### config.mk
export PLATFORM = sky130hd
export DESIGN_NAME = jtdr_top
export DESIGN_NICKNAME = d
export VERILOG_FILES = /design/src/hw/jtdr_pkg.sv /design/src/hw/jtdr_top.sv /design/src/hw/jtdr_edge.sv
export SDC_FILE = /design/constraint.sdc
export NUM_CORES = 1
export LEC_CHECK = 0
export ABC_AREA = 1
export BUFFER_PORTS_ARGS = -buffer_cell sky130_fd_sc_hd__buf_2
export CAP_MARGIN = 20
export CORE_ASPECT_RATIO = 1.25
export CORE_UTILIZATION = 40
export CTS_CLUSTER_SIZE = 10
export DETAILED_ROUTE_END_ITERATION = 16
export HOLD_SLACK_MARGIN = 0.03
export PLACE_DENSITY_LB_ADDON = 0.25
export SYNTH_ARGS = -nofsm -noshare
export SYNTH_HDL_FRONTEND = slang
export SYNTH_SLANG_ARGS = --single-unit
export TNS_END_PERCENT = 50
### constraint.sdc
create_clock -name CLOCK_IN -period 2 [get_ports CLOCK_IN]
set_clock_uncertainty 0.15 [all_clocks]
set_input_delay 0.2 -clock CLOCK_IN [delete_from_list [all_inputs] [get_ports CLOCK_IN]]
set_output_delay 0.2 -clock CLOCK_IN [all_outputs]
set_load 0.1 [all_outputs]
### src/hw/jtdr_pkg.sv
// package: constants and types for the boundary-scan test data registers
package jtdr_pkg;
  // instruction codes
  localparam logic [2:0] INSTR_SAMPLE   = 3'h2;
  localparam logic [2:0] INSTR_BYPASS   = 3'h7;
  localparam logic [2:0] INSTR_EXTERNAL_TEST_INSTRUCTION   = 3'h0;
  localparam logic [2:0] INSTR_CLAMP    = 3'h3;
  localparam logic [2:0] INSTR_FLOAT    = 3'h4;
  localparam logic [2:0] INSTR_IDENTIFY = 3'h1;
  // id word layout
  localparam int ID_WIDTH    = 32;
  localparam int ID_REV_LSB  = 28;
  localparam int ID_DEV_LSB  = 12;
  localparam int ID_MFR_LSB  = 1;
  localparam logic ID_FIXED_ONE = 1'b1;
  // boundary chain modelled: control cell 0 drives tristate output cell 1,
  // cell 2 is an observe-only input cell
  localparam int BSR_LEN      = 3;
  localparam int BSR_CTRL_IDX = 0;
  localparam int BSR_OUT_IDX  = 1;
  localparam int BSR_OBS_IDX  = 2;
  localparam logic [2:0] BSR_RESET = 3'h0;
  localparam logic [31:0] ID_RESET = 32'h0;
  // tap states seen by this block
  typedef enum logic [2:0] {
    JTDR_TLR, JTDR_IDLE, JTDR_CAPTURE, JTDR_SHIFT, JTDR_UPDATE, JTDR_OTHER
  } jtdr_state_t;
  // strobe bundle from the tap controller
  typedef struct packed {
    jtdr_state_t state;
    logic [2:0]  instr;
  } jtdr_ctl_t;
endpackage : jtdr_pkg

### src/hw/jtdr_top.sv
// test data registers: identification, bypass and boundary chain
`timescale 1ns/10ps
module jtdr_top #(
  parameter logic [3:0]  REVISION = 4'h0,
  parameter logic [15:0] DEV_CODE = 16'h0a5c, // arbitrary value
  parameter logic [10:0] MFR_CODE = 11'h123   // arbitrary value
) (
  // clock and reset
  input  wire logic                 CLOCK_IN,
  input  wire logic                 RST_B_IN,
  // test port pins
  input  wire logic                 TEST_CLOCK_PIN_IN,
  input  wire logic                 TEST_SERIAL_IN_IN,
  // tap controller state and current instruction
  input  wire jtdr_pkg::jtdr_ctl_t  TAP_CTL_IN,
  // device pins under boundary control
  input  wire logic                 CORE_DATA_IN,
  input  wire logic                 CORE_OE_B_IN,
  input  wire logic                 PAD_OBS_IN,
  output logic                      PAD_DATA_OUT,
  output logic                      PAD_OE_B_OUT,
  // serial result and latched id word
  output logic                      TEST_SERIAL_OUT_OUT,
  output logic [31:0]               ID_LATCH_OUT
);
  logic tck_rise, tck_fall;
  logic tdi_s1_ff, tdi_ff;
  logic pad_s1_ff, pad_ff;
  logic [31:0] id_shift_ff, id_latch_ff;
  logic        bypass_ff;
  logic [2:0]  bsr_shift_ff, bsr_latch_ff;
  logic        tdo_ff;
  logic [31:0] id_word;
  logic        sel_id, sel_bsr, sel_byp, test_mode;
  jtdr_pkg::jtdr_state_t st;
  logic [2:0]  ins;

  ////////////////////////////////////////////////////////////////////////
  // test clock edges
  jtdr_edge u_tck (
    .CLOCK_IN  (CLOCK_IN),
    .RST_B_IN  (RST_B_IN),
    .pin_in    (TEST_CLOCK_PIN_IN),
    .level_out (),
    .rise_out  (tck_rise),
    .fall_out  (tck_fall)
  );

  // serial input and observed pad synchronisers
  always_ff @(posedge CLOCK_IN or negedge RST_B_IN) begin
    if (!RST_B_IN) begin
      tdi_s1_ff <= 1'b0;
      tdi_ff    <= 1'b0;
      pad_s1_ff <= 1'b0;
      pad_ff    <= 1'b0;
    end else begin
      tdi_s1_ff <= TEST_SERIAL_IN_IN;
      tdi_ff    <= tdi_s1_ff;
      pad_s1_ff <= PAD_OBS_IN;
      pad_ff    <= pad_s1_ff;
    end
  end

  ////////////////////////////////////////////////////////////////////////
  // selection
  assign st = TAP_CTL_IN.state;
  assign ins = TAP_CTL_IN.instr;
  assign id_word = {REVISION, DEV_CODE, MFR_CODE, jtdr_pkg::ID_FIXED_ONE};
  assign sel_id  = (ins == jtdr_pkg::INSTR_IDENTIFY) || (st == jtdr_pkg::JTDR_TLR);
  assign sel_byp = !sel_id && ((ins == jtdr_pkg::INSTR_BYPASS) || (ins == jtdr_pkg::INSTR_CLAMP)
                   || (ins == jtdr_pkg::INSTR_FLOAT));
  assign sel_bsr = !sel_id && ((ins == jtdr_pkg::INSTR_SAMPLE) || (ins == jtdr_pkg::INSTR_EXTERNAL_TEST_INSTRUCTION));
  assign test_mode = (st != jtdr_pkg::JTDR_TLR) && ((ins == jtdr_pkg::INSTR_EXTERNAL_TEST_INSTRUCTION)
                     || (ins == jtdr_pkg::INSTR_CLAMP) || (ins == jtdr_pkg::INSTR_FLOAT));

  ////////////////////////////////////////////////////////////////////////
  // identification shift path and latch
  always_ff @(posedge CLOCK_IN or negedge RST_B_IN) begin
    if (!RST_B_IN) begin
      id_shift_ff <= jtdr_pkg::ID_RESET;
    end else if (tck_rise && sel_id && st == jtdr_pkg::JTDR_CAPTURE) begin
      id_shift_ff <= id_word;
    end else if (tck_rise && sel_id && st == jtdr_pkg::JTDR_SHIFT) begin
      id_shift_ff <= {tdi_ff, id_shift_ff[31:1]};
    end
  end

  // latched id output, apart from the shift path
  always_ff @(posedge CLOCK_IN or negedge RST_B_IN) begin
    if (!RST_B_IN) begin
      id_latch_ff <= jtdr_pkg::ID_RESET;
    end else if (st == jtdr_pkg::JTDR_TLR) begin
      id_latch_ff <= id_word; // forced during reset state
    end else if (tck_fall && sel_id && st == jtdr_pkg::JTDR_UPDATE) begin
      id_latch_ff <= id_shift_ff;
    end
  end

  ////////////////////////////////////////////////////////////////////////
  // bypass stage
  always_ff @(posedge CLOCK_IN or negedge RST_B_IN) begin
    if (!RST_B_IN) begin
      bypass_ff <= 1'b0;
    end else if (tck_rise && sel_byp && st == jtdr_pkg::JTDR_CAPTURE) begin
      bypass_ff <= 1'b0;
    end else if (tck_rise && sel_byp && st == jtdr_pkg::JTDR_SHIFT) begin
      bypass_ff <= tdi_ff;
    end
  end

  ////////////////////////////////////////////////////////////////////////
  // boundary chain shift path
  always_ff @(posedge CLOCK_IN or negedge RST_B_IN) begin
    if (!RST_B_IN) begin
      bsr_shift_ff <= jtdr_pkg::BSR_RESET;
    end else if (tck_rise && sel_bsr && st == jtdr_pkg::JTDR_CAPTURE) begin
      bsr_shift_ff <= {pad_ff, CORE_DATA_IN, ~CORE_OE_B_IN};
    end else if (tck_rise && sel_bsr && st == jtdr_pkg::JTDR_SHIFT) begin
      bsr_shift_ff <= {tdi_ff, bsr_shift_ff[2:1]};
    end
  end

  // boundary latch
  always_ff @(posedge CLOCK_IN or negedge RST_B_IN) begin
    if (!RST_B_IN) begin
      bsr_latch_ff <= jtdr_pkg::BSR_RESET;
    end else if (tck_fall && sel_bsr && st == jtdr_pkg::JTDR_UPDATE) begin
      bsr_latch_ff <= bsr_shift_ff;
    end
  end

  // pad drive: cell 0 enables output cell 1
  always_ff @(posedge CLOCK_IN or negedge RST_B_IN) begin
    if (!RST_B_IN) begin
      PAD_DATA_OUT <= 1'b0;
      PAD_OE_B_OUT <= 1'b1;
    end else if (test_mode && ins == jtdr_pkg::INSTR_FLOAT) begin
      PAD_DATA_OUT <= 1'b0;
      PAD_OE_B_OUT <= 1'b1;
    end else if (test_mode) begin
      PAD_DATA_OUT <= bsr_latch_ff[jtdr_pkg::BSR_OUT_IDX];
      PAD_OE_B_OUT <= ~bsr_latch_ff[jtdr_pkg::BSR_CTRL_IDX];
    end else begin
      PAD_DATA_OUT <= CORE_DATA_IN;
      PAD_OE_B_OUT <= CORE_OE_B_IN;
    end
  end

  ////////////////////////////////////////////////////////////////////////
  // serial output, changes on falling test clock
  always_ff @(posedge CLOCK_IN or negedge RST_B_IN) begin
    if (!RST_B_IN) begin
      tdo_ff <= 1'b0;
    end else if (tck_fall && st == jtdr_pkg::JTDR_SHIFT) begin
      if (sel_id) begin
        tdo_ff <= id_shift_ff[0];
      end else if (sel_bsr) begin
        tdo_ff <= bsr_shift_ff[0];
      end else begin
        tdo_ff <= bypass_ff;
      end
    end
  end
  assign TEST_SERIAL_OUT_OUT = tdo_ff;
  assign ID_LATCH_OUT = id_latch_ff;

  ////////////////////////////////////////////////////////////////////////
  // checks
  // sampled reset in the antecedent keeps the release edge, where the latch was still cleared, out
  id_format_a: assert property (@(posedge CLOCK_IN) disable iff (!RST_B_IN)
    (RST_B_IN && st == jtdr_pkg::JTDR_TLR) |=> (id_latch_ff[0] == 1'b1))
    else $error("id bit zero not one");
  id_capture_a: assert property (@(posedge CLOCK_IN) disable iff (!RST_B_IN)
    (tck_rise && ins == jtdr_pkg::INSTR_IDENTIFY && st == jtdr_pkg::JTDR_CAPTURE)
    |=> (id_shift_ff == id_word))
    else $error("id not captured");
  id_shift_a: assert property (@(posedge CLOCK_IN) disable iff (!RST_B_IN)
    (tck_rise && sel_id && st == jtdr_pkg::JTDR_SHIFT)
    |=> (id_shift_ff[30:0] == $past(id_shift_ff[31:1])))
    else $error("id shift wrong");
  id_hold_a: assert property (@(posedge CLOCK_IN) disable iff (!RST_B_IN)
    (st != jtdr_pkg::JTDR_TLR && !(tck_fall && st == jtdr_pkg::JTDR_UPDATE))
    |=> $stable(id_latch_ff))
    else $error("id latch moved");
  tlr_select_a: assert property (@(posedge CLOCK_IN) disable iff (!RST_B_IN)
    (st == jtdr_pkg::JTDR_TLR) |-> sel_id)
    else $error("id not selected in reset");
  bypass_path_a: assert property (@(posedge CLOCK_IN) disable iff (!RST_B_IN)
    (tck_rise && sel_byp && st == jtdr_pkg::JTDR_SHIFT) |=> (bypass_ff == $past(tdi_ff)))
    else $error("bypass wrong");
  bsr_hold_a: assert property (@(posedge CLOCK_IN) disable iff (!RST_B_IN)
    !sel_bsr |=> $stable(bsr_shift_ff))
    else $error("unselected chain moved");
  bsr_update_a: assert property (@(posedge CLOCK_IN) disable iff (!RST_B_IN)
    (tck_fall && sel_bsr && st == jtdr_pkg::JTDR_UPDATE) |=> (bsr_latch_ff == $past(bsr_shift_ff)))
    else $error("chain latch missed");
  pad_ctrl_a: assert property (@(posedge CLOCK_IN) disable iff (!RST_B_IN)
    (test_mode && ins == jtdr_pkg::INSTR_EXTERNAL_TEST_INSTRUCTION) ##1 (test_mode && ins == jtdr_pkg::INSTR_EXTERNAL_TEST_INSTRUCTION)
    |-> (PAD_OE_B_OUT == ~$past(bsr_latch_ff[0])))
    else $error("pad enable not from cell 0");
  id_cap_c: cover property (@(posedge CLOCK_IN) tck_rise && sel_id && st == jtdr_pkg::JTDR_CAPTURE);
  byp_c: cover property (@(posedge CLOCK_IN) tck_rise && sel_byp && st == jtdr_pkg::JTDR_SHIFT);
  bsr_upd_c: cover property (@(posedge CLOCK_IN) tck_fall && sel_bsr && st == jtdr_pkg::JTDR_UPDATE);
endmodule : jtdr_top

### src/hw/jtdr_edge.sv
// edge finder for the sampled test clock
`timescale 1ns/10ps
module jtdr_edge (
  // clock and reset
  input  wire logic CLOCK_IN,
  input  wire logic RST_B_IN,
  // raw pin
  input  wire logic pin_in,
  // synchronised level and edges
  output logic      level_out,
  output logic      rise_out,
  output logic      fall_out
);
  logic s1_ff, s2_ff, s3_ff;
  // two-stage synchroniser then edge history
  always_ff @(posedge CLOCK_IN or negedge RST_B_IN) begin
    if (!RST_B_IN) begin
      s1_ff <= 1'b0;
      s2_ff <= 1'b0;
      s3_ff <= 1'b0;
    end else begin
      s1_ff <= pin_in;
      s2_ff <= s1_ff;
      s3_ff <= s2_ff;
    end
  end
  assign level_out = s2_ff;
  assign rise_out  = s2_ff & ~s3_ff;
  assign fall_out  = ~s2_ff & s3_ff;
endmodule : jtdr_edge

==> results.md <==
- Wire length on met2: 3.36 mm
- CTS buffer count: 9
- Worst VDD drop: slightly above 0.3 mV
- Commonest cells after routing, fill and taps aside: nand2_1, dfrtp_1, nor2_1, buf_2, inv_1
- Slowest CP cell: dfstp_2
- Gr ovfl total: 0
- Synth cell types: 21
- R2R Setup Slk: ~0.4 ns
- Min-Delay Path Class: input pin to flop
- Top fanout value on the critical path: 1
- FF+latch count, synth: 80
- Detail Route Antenna Nets: 0
- Total GRT Usage: between 15 and 20%
- Clock power frac: between 30% and 40%
- Max incr delay on CP: roughly 0.52 ns
- Antenna violations before repair: 0
- Commonest non-fill, non-tap cell in the layout: nand2_1
- # rows: 37
- Clock insertion delay at the later pin of the skew report: roughly 0.34 ns
- Hold Vio Cnt, Final: 0
- Post-route setup TNS: 0 ns
- Final setup fails: 0
- Pin count of the biggest net entering global routing: 40
- Ant. Diodes: 0
- Cell Chain, Critical Path: buf_2
- Vias in the first global route: 2632
- Yosys warnings: 0
- Global-route wire length before repair: between 10 and 15 mm
- Leak: roughly 2.2 nW
- Mapped Nets: between 400 and 500
- # fillers: roughly 840
- Post-Route M1 WL: roughly 3.3 mm
- CTS Buffer Depth: 2
- Final non-filler cell total: approximately 560
- Combinational share of power: ~11%
- Layout cell share with drive strength beyond 1: about a fifth
- Sequential area share after synthesis: a little under 60%
- Highest metal used: met4
- Delay-heaviest family, CP: flip-flops
- PwrDens: about 820 nW/um2
- Met3 Wirelength: about 170 um
- Crit end category: output pin
- Switching Fraction: between 20 and 30%
- Clock transition at the registers of the reported paths: roughly 0.080 ns
- Residual DRC: 0
- Number of port buffers: between 40 and 50
- Initial drt markers: 175
- DIE AREA: 9020 um2
- Post-synthesis cell area: between 3000 and 4000 um2
- Hold_sp: TAP_CTL_IN[2]
- Max frequency: 620 MHz
- Reg-to-reg critical path startpoint: u_tck.level_out
- Rel. slew slack: approximately two thirds
- Area delta synth->final: 17.1%
- Core ar.: 8290 um2
- Post-route clock period utilization: roughly four fifths
- Hold EP: bsr_latch_ff[1]
- Status: finished, final reports clean
- Post-Route WL: slightly below 7 mm
- Root buf cell: clkbuf_8
- Tightest Pin Transition: between 0.4 and 0.5 ns
- Tmin final: between 1.5 and 2 ns
- Vias/cell: about 4.8
- Post-Syn Instances: 400
- Initial Utilization: between 40% and 50%
- Hold path depth: 4
- WP data required: approximately 1.7 ns
- DR vias: ~2.7k
- Max-Cap Viols: 0
- Dpl hpwl: roughly 4.6 mm
- Share of power burned in registers: 53.6%
- Mean Syn Cell Area: around 8.6 um2
- Final #Nets: 470
- CTS sink cnt: 80
- FF-to-FF path depth: 7
- Placed cell count: between 500 and 600
- Cell Int Power: ~2.4 mW
- Wirelength per Cell: between 10 and 15 um
- Die W: approximately 85 um
- Net Sw Power: around 0.90 mW
- H-tree lvl count: 3
- RSZ-0062 raised after global routing: no
- Crit path DAT: ~1.3 ns
- Worst Setup Start Kind: flop
- CTS tree: yes
- I/O pin count: 48
- Buf/Inv on CP: 1
- Kind of critical path: flop to output pin
- GPL Wtd Cong: between 0.7 and 0.8
- Post-cts sizing count: 0
- 1st-pass router iterations: 4
- Reg-to-Reg End: ID_LATCH_OUT[19]
- Final slew viol count: 0
- Die height: 106 um
## routing by layer
metal	vias up	track usage (%)
met5	-	0
met4	0	6.90
met3	6	2.56
met2	43	29.1
met1	1259	22.2
li1	1350	-
## worst max-delay path by stage
| stage | start | endpoint | slack (ns) | cells past startpoint |
|---|---|---|---|---|
| 3_3_place_gp | TAP_CTL_IN[5] | ID_LATCH_OUT[18] | 0.36 | 7 |
| 5_1_grt | u_tck.level_out | ID_LATCH_OUT[19] | 0.26 | 7 |
| 6_report | PAD_OE_B_OUT | PAD_OE_B_OUT | 0.39 | 1 |
| 4_1_cts | PAD_OE_B_OUT | PAD_OE_B_OUT | 0.37 | 1 |
| 2_1_floorplan | u_tck.level_out | ID_LATCH_OUT[20] | 0.55 | 8 |
| 3_5_place_dp | TAP_CTL_IN[5] | ID_LATCH_OUT[0] | 0.31 | 7 |
## cell usage after synthesis (all sizes together)
cell    count  area [um2]
nand2     137         522
dfrtp      79        1980
nor2       50         211
inv        44         165
nand3      40         255
buf        17         115
nand4      17         106
o21ai       9        45.0
a21oi       2        10.0
clkbuf      1        3.75
dfstp       1        26.3
nand3b      1        7.51
o211ai      1        7.51
or2         1        6.26
## power groups by stage
stage	clock network, mW	logic [mW]	registers [mW]
finish	1.17	0.374	1.79
global route	1.26	0.423	1.80
CTS	1.21	0.380	1.79
detailed placement	0	0.367	1.82
global placement	0	0.361	1.81
floorplan	0	0.171	1.89
## registers in the layout, indices dropped and copies added, names as in the netlist, 2 cells and up
register and cells:
ID_LATCH_OUT 32, id_shift_ff 32, bsr_latch_ff 2, bsr_shift_ff 3
## layout make-up
| class | count | area (um2) | share of cell area [%] |
|---|---|---|---|
| clock inverter | 5 | 56.3 | 1.39 |
| multi-input combinational | 258 | 1170 | 28.9 |
| tap | 97 | 121 | 3.00 |
| clock buffer | 10 | 138 | 3.40 |
| sequential | 80 | 2000 | 49.5 |
| timing repair buffer | 64 | 395 | 9.76 |
| inverter | 44 | 165 | 4.08 |
## cells by family (layout without fill, tap and decap cells)
kind of cell	after synthesis	after routing	synth area share [%]
compound gates	12	12	1.81
buf+inv	62	123	8.21
flops	80	80	57.9
simple gates	246	246	32.1
## through the flow
step	instance area [um2]	hold slack, ns	util (%)	power [mW]	setup slack, ns
2_1_floorplan	3460	-0.246	-	2.06	0.550
3_3_place_gp	3790	0.00262	45.7	2.17	0.359
3_5_place_dp	3790	-0.00202	45.7	2.18	0.312
4_1_cts	4050	0.0506	48.9	3.37	0.365
5_1_grt	4050	0.0920	48.9	3.48	0.263
6_report	4050	0.0665	48.9	3.33	0.387
## repair_timing
| item | in CTS | in global routing |
|---|---|---|
| hold endpoints to repair | 85 | 0 |
| hold buffers | 7 | 0 |
| setup buffers | 0 | 0 |
Power figures use the tool's default switching activity.
